==> src/sor_cfg.svh <==
`ifndef SOR_CFG_SVH
`define SOR_CFG_SVH

// Data path shape
`define SOR_SAMPLE_W 24
`define SOR_N_OUT 4
`define SOR_N_ASRC 4
`define SOR_N_SIN 8
`define SOR_FIFO_DEPTH 8
`define SOR_LVL_W 4

// Register indices, byte address is four times the index
`define SOR_IDX_ROUTE01 6'h13
`define SOR_IDX_ROUTE23 6'h14
`define SOR_IDX_CTRL 6'h20
`define SOR_IDX_STATUS 6'h21

// Reset values
`define SOR_RST_ROUTE01 8'h54
`define SOR_RST_ROUTE23 8'h76
`define SOR_RST_CTRL 8'h01

// Field positions
`define SOR_SEL_W 4
`define SOR_SEL_LO_POS 0
`define SOR_SEL_HI_POS 4
`define SOR_CTRL_EN_POS 0
`define SOR_STAT_RSVD_POS 0
`define SOR_STAT_EMPTY_POS 4
`define SOR_STAT_FULL_POS 5
`define SOR_STAT_LVL_POS 8

`endif

==> src/sor_pkg.sv <==
`include "sor_cfg.svh"

package sor_pkg;
	typedef logic [`SOR_SAMPLE_W-1:0] sor_sample_t;
	typedef logic [`SOR_N_OUT*`SOR_SAMPLE_W-1:0] sor_word_t;
	typedef logic [`SOR_SEL_W-1:0] sor_sel_t;
	typedef logic [`SOR_LVL_W-1:0] sor_lvl_t;
	typedef enum logic [1:0] {
		SOR_SRC_RSVD = 2'b00,
		SOR_SRC_ASRC = 2'b01,
		SOR_SRC_SIN = 2'b10
	} sor_src_e;
endpackage

==> src/sor_stream_if.sv <==
`timescale 1ns/100ps
interface sor_stream_if import sor_pkg::*; ();
	logic valid;
	logic ready;
	sor_word_t data;
	modport src(output valid, output data, input ready);
	modport snk(input valid, input data, output ready);
endinterface

==> src/sor_fifo.sv <==
`timescale 1ns/100ps
`include "sor_cfg.svh"
module sor_fifo import sor_pkg::*; #(
	parameter int W = `SOR_N_OUT*`SOR_SAMPLE_W,
	parameter int DEPTH = `SOR_FIFO_DEPTH
) (
	input wire logic clk,
	input wire logic rst_n,
	sor_stream_if.snk wr,
	sor_stream_if.src rd,
	output sor_lvl_t level,
	output logic full,
	output logic empty
);
	localparam int AW = $clog2(DEPTH);

	logic [W-1:0] mem [DEPTH];
	logic [AW-1:0] wp_reg;
	logic [AW-1:0] rp_reg;
	logic [AW:0] cnt_reg;
	logic [AW:0] cnt_next;
	logic [W-1:0] odata_reg;
	logic ovalid_reg;
	logic push;
	logic take;

	assign full = (cnt_reg == (AW+1)'(DEPTH));
	assign empty = (cnt_reg == '0);
	assign wr.ready = ~full;
	assign push = wr.valid & ~full;
	assign take = ~empty & (~ovalid_reg | rd.ready);
	assign cnt_next = cnt_reg + (AW+1)'(push) - (AW+1)'(take);
	assign level = sor_lvl_t'(cnt_reg);
	assign rd.valid = ovalid_reg;
	assign rd.data = odata_reg;

	always_ff @(posedge clk) begin
		if (push) begin
			mem[wp_reg] <= wr.data;
		end
	end

	always_ff @(posedge clk or negedge rst_n) begin
		if (!rst_n) begin
			wp_reg <= '0;
			rp_reg <= '0;
			cnt_reg <= '0;
		end else begin
			wp_reg <= push ? wp_reg + AW'(1) : wp_reg;
			rp_reg <= take ? rp_reg + AW'(1) : rp_reg;
			cnt_reg <= cnt_next;
		end
	end

	// Output word stays in a register until the sink takes it
	always_ff @(posedge clk or negedge rst_n) begin
		if (!rst_n) begin
			odata_reg <= '0;
			ovalid_reg <= 1'b0;
		end else if (take) begin
			odata_reg <= mem[rp_reg];
			ovalid_reg <= 1'b1;
		end else if (rd.ready) begin
			ovalid_reg <= 1'b0;
		end
	end
endmodule

==> src/sor_mux.sv <==
`timescale 1ns/100ps
`include "sor_cfg.svh"
module sor_mux import sor_pkg::*; (
	input wire sor_sel_t sel,
	input wire logic [`SOR_N_ASRC*`SOR_SAMPLE_W-1:0] asrc_data,
	input wire logic [`SOR_N_SIN*`SOR_SAMPLE_W-1:0] sin_data,
	output sor_sample_t data,
	output logic rsvd
);
	sor_src_e kind;
	logic [1:0] asrc_idx;
	logic [2:0] sin_idx;
	sor_sample_t asrc_pick;
	sor_sample_t sin_pick;

	// Top bit picks serial inputs, next bit picks converter outputs
	assign kind = sel[3] ? SOR_SRC_SIN : (sel[2] ? SOR_SRC_ASRC : SOR_SRC_RSVD);
	assign asrc_idx = sel[1:0];
	assign sin_idx = sel[2:0];
	assign asrc_pick = asrc_data[asrc_idx*`SOR_SAMPLE_W +: `SOR_SAMPLE_W];
	assign sin_pick = sin_data[sin_idx*`SOR_SAMPLE_W +: `SOR_SAMPLE_W];
	// Reserved codes give silence and raise a flag
	assign data = (kind == SOR_SRC_SIN) ? sin_pick :
		(kind == SOR_SRC_ASRC) ? asrc_pick : '0;
	assign rsvd = (kind == SOR_SRC_RSVD);
endmodule

==> src/sor_top.sv <==
// Behaviour
// - Output channel 0 source is bits [3:0] of register 0x13, reset 0x4.
// - Output channel 1 source is bits [7:4] of register 0x13, reset 0x5.
// - Output channel 2 source is bits [3:0] of register 0x14, reset 0x6.
// - Output channel 3 source is bits [7:4] of register 0x14, reset 0x7.
// - Codes 0-3 reserved, 4-7 converter channels 0-3, 8-15 serial inputs 0-7.
//
// Decided for this implementation: the APB slave port.
`timescale 1ns/100ps
`include "sor_cfg.svh"
module sor_top import sor_pkg::*; (
	input wire logic clk,
	input wire logic rst_n,
	input wire logic psel,
	input wire logic penable,
	input wire logic pwrite,
	input wire logic [7:0] paddr,
	input wire logic [31:0] pwdata,
	input wire logic [3:0] pstrb,
	output logic [31:0] prdata,
	output logic pready,
	output logic pslverr,
	input wire logic src_valid,
	output logic src_ready,
	input wire logic [`SOR_N_ASRC*`SOR_SAMPLE_W-1:0] asrc_data,
	input wire logic [`SOR_N_SIN*`SOR_SAMPLE_W-1:0] sin_data,
	output logic out_valid,
	input wire logic out_ready,
	output sor_word_t out_data
);
	logic [7:0] serial_out_route_ch0_ch1_reg;
	logic [7:0] serial_out_route_ch2_ch3_reg;
	logic [7:0] ctrl_reg;
	logic [`SOR_N_OUT-1:0] rsvd_hit_reg;
	logic [`SOR_N_OUT-1:0] rsvd_hit_next;
	logic [31:0] prdata_reg;

	// Bus decode
	logic [5:0] idx;
	logic aligned;
	logic hit_route01;
	logic hit_route23;
	logic hit_ctrl;
	logic hit_status;
	logic mapped;
	logic setup;
	logic access;
	logic wr_lane0;
	logic [31:0] rd_word;
	logic [31:0] status_word;

	assign idx = paddr[7:2];
	assign aligned = (paddr[1:0] == 2'h0);
	assign hit_route01 = aligned & (idx == `SOR_IDX_ROUTE01);
	assign hit_route23 = aligned & (idx == `SOR_IDX_ROUTE23);
	assign hit_ctrl = aligned & (idx == `SOR_IDX_CTRL);
	assign hit_status = aligned & (idx == `SOR_IDX_STATUS);
	assign mapped = hit_route01 | hit_route23 | hit_ctrl | hit_status;
	assign setup = psel & ~penable;
	assign access = psel & penable;
	assign wr_lane0 = access & pwrite & pstrb[0] & mapped;
	assign pready = 1'b1;
	assign pslverr = access & ~mapped;
	assign prdata = prdata_reg;

	// Route selects per output channel
	sor_sel_t out_ch0_route_sel;
	sor_sel_t out_ch1_route_sel;
	sor_sel_t out_ch2_route_sel;
	sor_sel_t out_ch3_route_sel;
	sor_sel_t ch_sel [`SOR_N_OUT];
	wire sor_word_t ch_data;
	wire logic [`SOR_N_OUT-1:0] ch_rsvd;

	assign out_ch0_route_sel =
		serial_out_route_ch0_ch1_reg[`SOR_SEL_LO_POS +: `SOR_SEL_W];
	assign out_ch1_route_sel =
		serial_out_route_ch0_ch1_reg[`SOR_SEL_HI_POS +: `SOR_SEL_W];
	assign out_ch2_route_sel =
		serial_out_route_ch2_ch3_reg[`SOR_SEL_LO_POS +: `SOR_SEL_W];
	assign out_ch3_route_sel =
		serial_out_route_ch2_ch3_reg[`SOR_SEL_HI_POS +: `SOR_SEL_W];
	assign ch_sel[0] = out_ch0_route_sel;
	assign ch_sel[1] = out_ch1_route_sel;
	assign ch_sel[2] = out_ch2_route_sel;
	assign ch_sel[3] = out_ch3_route_sel;

	genvar g;
	generate
		for (g = 0; g < `SOR_N_OUT; g++) begin : gen_ch
			sor_mux u_mux (
				.sel(ch_sel[g]),
				.asrc_data(asrc_data),
				.sin_data(sin_data),
				.data(ch_data[g*`SOR_SAMPLE_W +: `SOR_SAMPLE_W]),
				.rsvd(ch_rsvd[g])
			);
		end
	endgenerate

	// Routed frames pass through the FIFO
	sor_stream_if wr_if ();
	sor_stream_if rd_if ();
	sor_lvl_t fifo_level;
	logic fifo_full;
	logic fifo_empty;
	logic route_en;
	logic pushed;

	assign route_en = ctrl_reg[`SOR_CTRL_EN_POS];
	assign wr_if.valid = src_valid & route_en;
	assign wr_if.data = ch_data;
	assign src_ready = ~route_en | wr_if.ready;
	assign pushed = wr_if.valid & wr_if.ready;
	assign rd_if.ready = out_ready;
	assign out_valid = rd_if.valid;
	assign out_data = rd_if.data;

	sor_fifo #(
		.W(`SOR_N_OUT*`SOR_SAMPLE_W),
		.DEPTH(`SOR_FIFO_DEPTH)
	) u_fifo (
		.clk(clk),
		.rst_n(rst_n),
		.wr(wr_if),
		.rd(rd_if),
		.level(fifo_level),
		.full(fifo_full),
		.empty(fifo_empty)
	);

	// Status and read mux
	assign status_word = {16'h0000, 4'h0, fifo_level, 2'h0, fifo_full, fifo_empty,
		rsvd_hit_reg};
	assign rd_word = hit_route01 ? {24'h000000, serial_out_route_ch0_ch1_reg} :
		hit_route23 ? {24'h000000, serial_out_route_ch2_ch3_reg} :
		hit_ctrl ? {24'h000000, ctrl_reg} :
		hit_status ? status_word : 32'h00000000;

	// Sticky reserved-code flags, set beats write-one-to-clear
	assign rsvd_hit_next = (wr_lane0 & hit_status) ?
		((rsvd_hit_reg & ~pwdata[`SOR_N_OUT-1:0]) | (ch_rsvd & {`SOR_N_OUT{pushed}})) :
		(rsvd_hit_reg | (ch_rsvd & {`SOR_N_OUT{pushed}}));

	always_ff @(posedge clk or negedge rst_n) begin
		if (!rst_n) begin
			serial_out_route_ch0_ch1_reg <= `SOR_RST_ROUTE01;
			serial_out_route_ch2_ch3_reg <= `SOR_RST_ROUTE23;
			ctrl_reg <= `SOR_RST_CTRL;
		end else if (wr_lane0) begin
			if (hit_route01) begin
				serial_out_route_ch0_ch1_reg <= pwdata[7:0];
			end
			if (hit_route23) begin
				serial_out_route_ch2_ch3_reg <= pwdata[7:0];
			end
			if (hit_ctrl) begin
				ctrl_reg <= {7'h00, pwdata[0]};
			end
		end
	end

	always_ff @(posedge clk or negedge rst_n) begin
		if (!rst_n) begin
			rsvd_hit_reg <= '0;
		end else begin
			rsvd_hit_reg <= rsvd_hit_next;
		end
	end

	always_ff @(posedge clk or negedge rst_n) begin
		if (!rst_n) begin
			prdata_reg <= 32'h00000000;
		end else if (setup & ~pwrite) begin
			prdata_reg <= rd_word;
		end
	end
endmodule

==> config.mk <==
export PLATFORM = sky130hd
export DESIGN_NAME = sor_top
export DESIGN_NICKNAME = d
export VERILOG_FILES = /design/src/sor_pkg.sv /design/src/sor_stream_if.sv /design/src/sor_fifo.sv /design/src/sor_mux.sv /design/src/sor_top.sv
export VERILOG_INCLUDE_DIRS = /design/src /design/src/src
export SDC_FILE = /design/constraint.sdc
export NUM_CORES = 1
export LEC_CHECK = 0
export CAP_MARGIN = 40
export CORE_UTILIZATION = 46
export DETAILED_ROUTE_END_ITERATION = 8
export DONT_BUFFER_PORTS = 1
export GPL_TIMING_DRIVEN = 1
export HOLD_SLACK_MARGIN = 0.06
export PLACE_DENSITY = 0.68
export SLEW_MARGIN = 10
export SYNTH_ARGS = -nofsm -noshare
export SYNTH_HDL_FRONTEND = slang
export SYNTH_SLANG_ARGS = --single-unit
==> constraint.sdc <==
create_clock -name clk -period 11.9 [get_ports clk]
set_clock_uncertainty 0.15 [all_clocks]
set_input_delay 0 -clock clk [delete_from_list [all_inputs] [get_ports clk]]
set_output_delay 0 -clock clk [all_outputs]
set_load 0.1 [all_outputs]
### Yosys cells after proc, flatten, opt, wreduce, memory -nomap -nowiden

Memories as Yosys holds them, arrays and structs flattened. A register that Yosys moved wholly into a read port is not among the register bits.
Cells that the tools add are included.

* bits in registers: 64
* RAM bits: 768
* input bits: 339
* logic and storage cells: 111
* memories: 1

* $add $sub $neg: 4
* multiply operators: 8
* equality and inequality tests: 13
* shifts and indexed selects: 8
* multiplexer cells: 25
* bitwise logic cells: 32
* reductions and logical operators: 11

Memories
* u_fifo.mem: depth 8, width 96, read ports 1, clocked after memory_dff 1, wr ports 1, line sor_fifo.sv:17 `logic [W-1:0] mem [DEPTH];`

Operators by type and width (number)
* $shiftx A192 B9 Y24: 4
* $shiftx A96 B8 Y24: 4
* $mux W24: 8
* $mux W12: 4
* $mul A3 B2 Y5 const B: 4
* $mul A2 B2 Y4 const B: 4
* $and A1 B1 Y1: 15
* $eq A6 B5 Y1 const B: 2
* $eq A6 B6 Y1 const B: 2
* $logic_not A2 Y1: 5
* $and A4 B4 Y4: 2
* $eq A2 B1 Y1 const B: 4
* $eq A2 B2 Y1 const B: 4
* $mux W1: 8
* $mux W2: 4
* $or A4 B4 Y4: 2
* $not A1 Y1: 7
* $add A3 B1 Y3 const B: 2
* $reduce_and A2 Y1: 3
* $or A1 B1 Y1: 5
* $add A4 B1 Y4: 1
* $eq A4 B4 Y1 const B: 1
* $logic_not A4 Y1: 1
* $mux W4: 1
* 4 further kinds: 4

### Longest topological paths before layout

Gate-level depths: netlist of the first run.

* word-level depth: 8
* depth in mapped cells: 11
* mapped depth without buffers: 9

### Modules after synthesis

Synthesis of the first run repeated with hierarchy kept, for this count alone.

* cell total of the unflattened synthesis: 2846
* area total of the unflattened synthesis: 45252.2 um2

By module, submodules not included
* sor_fifo: times used 1, cells an instance 1814, area an instance 33703.6 um2, sequential area each 25739.7 um2
* sor_mux: times used 4, cells an instance 220, area an instance 2449.8 um2, sequential area each 0.0 um2
* sor_top: times used 1, cells an instance 152, area an instance 1749.2 um2, sequential area each 837.1 um2

### Least setup slack after synthesis of the first run

Ideal clock, no wire load.

* path kind: register -> register
* start point: reg u_fifo.cnt_reg[2], in the netlist u_fifo.level[2]
* end point: mem u_fifo.mem[0][0] in the netlist's numbering (enable)
* arrival: 10040 ps
* required time: 10964 ps
* slack: 924 ps
* cell stages (with the launch flop): 6
* buffers on the path: 1
* period minus slack after synthesis: 10976 ps
* path through: dfrtp_1 inv_1 ha_1 a21o_1 clkbuf_1 nor4_1

* longest elaborated chain between the ends: 5

RTL lines
* start, declared: line sor_fifo.sv:20 `logic [AW:0] cnt_reg;`
* start signal, assigned: line sor_fifo.sv:51 `cnt_reg <= cnt_next;`
* $eq A4 B4 Y1: line sor_fifo.sv:27 `assign full = (cnt_reg == (AW+1)'(DEPTH));`
* $not A1 Y1: line sor_fifo.sv:30 `assign push = wr.valid & ~full;`
* $and A1 B1 Y1: line sor_fifo.sv:30
* $mux W1: line sor_fifo.sv:38 `if (push) begin`
* $mux W1 (implied by the code): line sor_fifo.sv:39 `mem[wp_reg] <= wr.data;`
* end, declared: line sor_fifo.sv:17

No other way between the ends.

### Worst setup path after layout of the first run

* start point: reg serial_out_route_ch2_ch3_reg[4]
* end point: mem u_fifo.mem[0][72] in the netlist's numbering (data pin)

* longest elaborated chain between the ends: 4
* elaborated cells on any way between the ends: 6

RTL lines
* start, declared: line sor_top.sv:32 `logic [7:0] serial_out_route_ch2_ch3_reg;`
* start signal, assigned: line sor_top.sv:148 `` serial_out_route_ch2_ch3_reg <= `SOR_RST_ROUTE23; ``
* start signal, assigned: line sor_top.sv:155 `serial_out_route_ch2_ch3_reg <= pwdata[7:0];`
* parallel branches: the longest is 3 deep, another holds $mul A3 B2 Y5
* $mux W24 *: line sor_mux.sv:23 `assign data = (kind == SOR_SRC_SIN) ? sin_pick :`
* via ch_data[72]: line sor_top.sv:72 `wire sor_word_t ch_data;`

Mark *: on every way through the listed nets, which the timed path passes.

==> metrics.md, run 1 <==
| Metric | Value |
|---|---|
| Clk_lat worst skew | 0.67 ns |
| 1st-iter DRT viols | 3,527 |
| FILL cells | 6,782 |
| Vias in the first global route | 28,870 |
| DP Worst Slack | 7.842 ns |
| Multi-input logic area | 15,850 um2 |
| CP Capture Type | flop |
| Synth unique cells | 59 |
| CTS tree | built |
| RSZ-0062 raised after global routing | false |
| Cts hold-fix bufs | 398 |
| Row Count | 112 |
| Cell taking the most area after synthesis | edfxtp_1 |
| Combinational Power Share | 35.6% |
| Synth top area cells | edfxtp_1 (53%), mux4_2 (21%), dfrtp_1 (7.5%) |
| Root buffer cell | clkbuf_16 |
| Starting Density | 46.57% |
| Core area | 93,470 um2 |
| Max Cap Violations | 0 |
| Tot GR Track Use | 30.52% |
| EDFF count, synth | 768 |
| Layout cell share with drive strength beyond 1 | 27.21% |
| Final cell count without fillers | 4,257 |
| Drt pass-1 iters | 6 |
| Via density | 6.603 |
| PwrDens | 195.0 nW/um2 |
| Ys async rst share | 15.42% |
| Pins Over Slew Limit | 0 |
| Seq/Total Area, Yosys | 61.05% |
| Psw | 3.872 mW |
| Detail Route Antenna Nets | 0 |
| Setup TNS | 0 ns |
| Worst-Margin Slew | 0.9556 ns |
| Flip-flop count of the largest register after layout | 768 |
| Setup Fix Bufs, Post-CTS | 0 |
| Flop and latch count out of synthesis | 908 |
| Ys Warns | 0 |
| Most used DFF post-synth | edfxtp_1 |
| Rel. slew slack | 36.29% |
| Syn_area_per_cell | 18.14 um2 |
| DRC | 0 |
| DPL Wire Length | 93,680 um |
| Pleak | 20.50 nW |
| H-Tree Depth | 3 |
| VDD IR max | 0.1487 mV |
| GPL Wtd Cong | 0.9331 |
| Cell with the most instances after synthesis | edfxtp_1 |
| Worst hold path type | primary input to flop |
| Top-area cell type share of the netlist area | 52.98% |
| Dpl cells | 3,670 |
| Final min period | 5.585 ns |
| Hold WS | 0.08126 ns |
| Overall power | 10.76 mW |
| Status | finished, final reports clean |
| Die ar. | 95,860 um2 |
| Grt total ovfl | 0 |
| Synthesized area | 43,530 um2 |
| Die H | 309.6 um |
| Layout net count | 3,260 |
| WP data required | 12.09 ns |
| Commonest cells post-synth | edfxtp_1 (768), mux4_2 (403), mux2i_1 (215) |
| Internal power | 6.892 mW |
| Fmax | 179.0 MHz |
| Clk sinks | 908 |
| Crit path max fanout | 37 |
| # setup viols final | 0 |
| DR WL/cell | 34.14 um |
| First-pass GRT wire length | 206,300 um |
| Die X | 309.6 um |
| Startpoint Class | flop |
| CP arrival | 5.77 ns |
| Setup WS post-layout | 6.315 ns |
| Switching share of total power | 35.97% |
| Vias | 28,110 |
| WS Path Type | flop to flop |
| Post_cts resized | 0 |
| Port Buf Inserts | 0 |
| Largest net degree at the start of global routing | 132 |
| Flop pwr share | 37.7% |
| Post-synthesis instance total | 2,400 |
| Final hold vios | 0 |
| TritonCTS buffer count | 93 |
| Initial antenna violation count | 14 |
| Clock slew at reported path FFs | 0.06 ns |
| Fin crit share | 46.93% |
| Storage cell area | 26,620 um2 |
| IO Count | 471 |
| Max Root-Sink Buffers | 3 |
| Clock Power Share | 26.7% |
| Post-Route WL | 145,300 um |
| P&R area growth vs syn | 26.82% |
worst paths after layout:
path / cells past startpoint / from / end / slack [ns]
setup reg to reg: 8 / serial_out_route_ch2_ch3_reg[4] / u_fifo.mem[0][72] / 6.31
min in group asynchronous: 3 / rst_n / ctrl_reg[0] / 0.44
setup / recovery: 8 / serial_out_route_ch2_ch3_reg[4] / u_fifo.mem[0][72] / 6.31
max in group asynchronous: 4 / rst_n / serial_out_route_ch0_ch1_reg[0] / 10.20
hold reg to reg: 1 / u_fifo.level[2] / prdata[10] / 0.39
hold / removal: 3 / sin_data[3] / u_fifo.mem[2][27] / 0.08
cells by family after synthesis:
kind of cell / after synthesis / synth area share [%]
simple gates: 308 / 3.530
other cells: 2 / 0.01725
compound gates: 288 / 4.711
buf+inv: 226 / 2.978
xor+xnor: 6 / 0.1207
mux: 653 / 27.31
fa+ha+maj: 9 / 0.2759
flops: 908 / 61.05
metrics by stage:
| stage | area, um2 | utilization [%] |
|---|---|---|
| 6_report | 55210 | 59.06 |
| 5_1_grt | 55190 | 59.04 |
| 4_1_cts | 55100 | 58.95 |
| 3_5_place_dp | 48020 | 51.37 |
| 3_3_place_gp | 44580 | 47.70 |
| 2_1_floorplan | 43600 | - |
metal layers:
metal	wire [um]	track usage, %	part of all wire (%)
met2	66630	46.89	46
met5	22	0	0.015
met3	16910	8.675	12
met4	8386	16.41	5.8
met1	53380	39.45	37
worst max-delay path, stage by stage, from the launching register on:
cell and delay, ns:
dfstp_4 0.88, buf_4 0.70, buf_4 0.74, mux4_2 0.58, dlygate4sd3_1 0.58, a22oi_1 0.14
dlygate4sd3_1 0.58, nand2_1 0.11, dlygate4sd3_1 0.73
cell usage in the layout (no fill, tap or decap), types with 5 or more instances in the layout:
cell type,instances
conb_1,21
a32o_1,59
mux2i_1,215
mux4_2,403
o21ai_0,9
clkinv_1,15
diode_2,11
o31ai_1,5
clkbuf_8,11
clkinvlp_4,5
or2b_2,16
nand2_1,86
dfstp_2,5
edfxtp_1,768
buf_4,61
ha_1,8
buf_12,11
dfrtp_4,6
buf_1,19
mux4_1,16
clkbuf_16,94
clkbuf_1,25
nor2_1,99
dlygate4sd3_1,396
buf_16,119
inv_1,14
nand3_1,9
a21oi_1,97
clkinv_2,10
dfrtp_1,124
nor2b_2,5
nand2b_1,45
mux2_2,17
a22oi_1,99
bufinv_16,5
cell type report:
cell class                      instances  area share, %
Antenna cell                           11        0.04986
Sequential cell                       908          48.21
Tap cell                             1254          2.842
Clock buffer                          130          4.705
Multi-Input combinational cell       1285          28.70
Timing Repair Buffer                  610          14.54
Clock inverter                         45         0.8477
Inverter                               14        0.09519
power groups by stage:
stage                     logic (mW)  clock network (mW)  registers, mW
after floorplan                 1.26                   0           4.98
after global placement          1.55                   0           5.23
after detailed placement        3.75                   0           4.13
after CTS                       3.86                2.90           4.07
after global routing            3.97                3.04           4.08
final                           3.83                2.88           4.05
Power figures use the tool's default switching activity.
==> run 2, diff against run 1 <==
clock period = 5.8 ns   (was 11.9 ns; I/O delays follow)
==> metrics.md, run 2 (same netlist as run 1, synthesis figures left out) <==
| Metric | Value |
|---|---|
| Status | finished, final reports clean (unchanged) |
| Drt pass-1 iters | 5 (was 6) |
| Post-Route WL | 146,600 um (was 145,300 um) |
| WP data required | 6.00 ns (was 12.09 ns) |
| Most used cell, CP | dlygate4sd3_1 (unchanged) |
| Largest net degree at the start of global routing | 196 (was 132) |
| Pleak | 20.58 nW (was 20.50 nW) |
| Most frequent cells in the layout | edfxtp_1 (768), mux4_2 (403), dlygate4sd3_1 (398) (was edfxtp_1 (768), mux4_2 (403), dlygate4sd3_1 (396)) |
| Setup slack, reg-to-reg | 1.07 ns (was 6.31 ns) |
| Initial antenna violation count | 17 (was 14) |
| Final cell count without fillers | 4,297 (was 4,257) |
| Hold Path Depth | 2 (was 3) |
| Pins Over Slew Limit | 0 (unchanged) |
| Worst path cell trace | buf_16, buf_4, mux4_2, dlygate4sd3_1, a22oi_1, dlygate4sd3_1, nand2_1, dlygate4sd3_1 (was buf_4, buf_4, mux4_2, dlygate4sd3_1, a22oi_1, dlygate4sd3_1, nand2_1, dlygate4sd3_1) |
| Delay-heaviest family, CP | buffers and inverters (unchanged) |
| Reg-to-Reg Start | serial_out_route_ch2_ch3_reg[4] (unchanged) |
| Worst reg2reg path depth | 8 (unchanged) |
| Worst r2r dst | u_fifo.mem[5][95] (was u_fifo.mem[0][72]) |
| P&R area growth vs syn | 27.34% (was 26.82%) |
| M1 WL | 53,110 um (was 53,380 um) |
| Via density | 6.579 (was 6.603) |
| 1st-iter DRT viols | 3,485 (was 3,527) |
| Setup TNS | 0 ns (unchanged) |
| Hold WS | 0.08176 ns (was 0.08126 ns) |
| Clk_lat worst skew | 0.67 ns (about the same) |
| GPL Wtd Cong | 0.9361 (was 0.9331) |
| VDD IR max | 0.2807 mV (was 0.1487 mV) |
| PwrDens | 403.8 nW/um2 (was 195.0 nW/um2) |
| Starting Density | 46.57% (unchanged) |
| Multi-input logic area | 15,860 um2 (was 15,850 um2) |
| Max Root-Sink Buffers | 3 (unchanged) |
| DRC | 0 (unchanged) |
| # setup viols final | 0 (unchanged) |
| Vias in the first global route | 28,900 (was 28,870) |
| TritonCTS buffer count | 95 (was 93) |
| Post_cts resized | 0 (unchanged) |
| CTS tree | built (unchanged) |
| Worst-Margin Slew | 1.284 ns (was 0.9556 ns) |
| Clk sinks | 908 (unchanged) |
| Bufs and invs on worst path | 5 (unchanged) |
| DPL Wire Length | 94,040 um (was 93,680 um) |
| Internal power | 14.34 mW (was 6.892 mW) |
| Flip-flop count of the largest register after layout | 768 (unchanged) |
| Rel. slew slack | 14.38% (was 36.29%) |
| WS Path Type | flop to flop (unchanged) |
| Top sig layer | met5 (unchanged) |
| First-pass GRT wire length | 207,400 um (was 206,300 um) |
| Startpoint Class | flop (unchanged) |
| Grt total ovfl | 0 (unchanged) |
| RSZ-0062 raised after global routing | false (unchanged) |
| Worst hold endpoint | u_fifo.mem[7][94] (was u_fifo.mem[2][27]) |
| Crit path depth | 8 (unchanged) |
| Met3 Wirelength | 17,730 um (was 16,910 um) |
| Setup WS post-layout | 1.073 ns (was 6.315 ns) |
| Most common cell after layout, fill and taps aside | edfxtp_1 (unchanged) |
| Die H | 309.6 um (unchanged) |
| Layout cell share with drive strength beyond 1 | 27.14% (was 27.21%) |
| Psw | 8.041 mW (was 3.872 mW) |
| Clock Power Share | 27.6% (was 26.7%) |
| CP Capture Type | flop (unchanged) |
| Crit path max fanout | 29 (was 37) |
| Die X | 309.6 um (unchanged) |
| Die ar. | 95,860 um2 (unchanged) |
| Port Buf Inserts | 0 (unchanged) |
| DP Worst Slack | 2.373 ns (was 7.842 ns) |
| Tot GR Track Use | 30.77% (was 30.52%) |
| Vias | 28,270 (was 28,110) |
| Critical-path top delay cell | dfstp_4 (unchanged) |
| Layout net count | 3,302 (was 3,260) |
| Detail Route Antenna Nets | 0 (unchanged) |
| Flop pwr share | 37.3% (was 37.7%) |
| IO Count | 471 (unchanged) |
| Core area | 93,470 um2 (unchanged) |
| Row Count | 112 (unchanged) |
| Cts hold-fix bufs | 400 (was 398) |
| Dpl cells | 3,701 (was 3,670) |
| H-Tree Depth | 3 (unchanged) |
| Crit path largest cell delay | 0.95 ns (was 0.88 ns) |
| Final min period | 4.727 ns (was 5.585 ns) |
| Clock slew at reported path FFs | 0.06 ns (about the same) |
| Combinational Power Share | 35.1% (was 35.6%) |
| FILL cells | 6,847 (was 6,782) |
| Fmax | 211.5 MHz (was 179.0 MHz) |
| Switching share of total power | 35.93% (was 35.97%) |
| Overall power | 22.38 mW (was 10.76 mW) |
| Final hold vios | 0 (unchanged) |
| HP Start | asrc_data[22] (was sin_data[3]) |
| Storage cell area | 26,620 um2 (unchanged) |
| Worst hold path type | primary input to flop (unchanged) |
| Root buffer cell | clkbuf_16 (unchanged) |
| DR WL/cell | 34.11 um (was 34.14 um) |
| CP arrival | 4.93 ns (was 5.77 ns) |
| Routed length on met2 | 67,400 um (was 66,630 um) |
| Setup Fix Bufs, Post-CTS | 0 (unchanged) |
| Max Cap Violations | 0 (unchanged) |
| Fin crit share | 81.51% (was 46.93%) |
==> run 2: cell types whose count changed in the layout (fill, tap and decap cells not counted), sizes merged <==
cell         before  now
buf             214  249
bufinv            5   10
clkbuf          130  120
clkinv           33   35
dlygate4sd3     396  398
inv              16   22
==> run 2: worst max path at each step <==
stage                                          startpoint                 to  slack, ns
after detailed placement                  u_fifo.level[1]  u_fifo.mem[5][68]       2.37
after global routing      serial_out_route_ch2_ch3_reg[4]  u_fifo.mem[3][95]       0.90
after global placement    serial_out_route_ch0_ch1_reg[5]  u_fifo.mem[0][46]       2.45
after floorplan                           u_fifo.level[2]   u_fifo.mem[4][0]      -2.59
final                     serial_out_route_ch2_ch3_reg[4]  u_fifo.mem[5][95]       1.07
after CTS                 serial_out_route_ch2_ch3_reg[4]  u_fifo.mem[4][95]       1.10
==> run 2: power by group through the flow <==
stage	sequential [mW]	combinational, mW	clock (mW)
after global placement	10.7	3.23	0
after CTS	8.48	7.67	6.26
after detailed placement	8.61	7.43	0
after global routing	8.39	8.17	6.50
final	8.34	7.86	6.18
after floorplan	10.2	2.58	0
==> run 2: layout make-up <==
cell class / instances / area share (%)
Tap cell: 1254 / 2.830
Timing Repair Buffer: 650 / 14.67
Inverter: 14 / 0.09480
Clock buffer: 117 / 4.568
Sequential cell: 908 / 48.01
Multi-Input combinational cell: 1285 / 28.61
Antenna cell: 11 / 0.04966
Clock inverter: 58 / 1.162
==> run 2: routing by layer <==
layer  GRT usage (%)  up-vias
met5               0        -
met4           16.19       10
met3           9.072      458
met2           47.32     2140
met1           39.63    14540
li1                -    11120
==> run 2: through the flow <==
stage | cell area (um2) | utilization [%]
after floorplan | 43610 | -
after global placement | 44810 | 47.94
after detailed placement | 48010 | 51.36
after CTS | 55220 | 59.08
after global routing | 55430 | 59.30
final | 55430 | 59.31
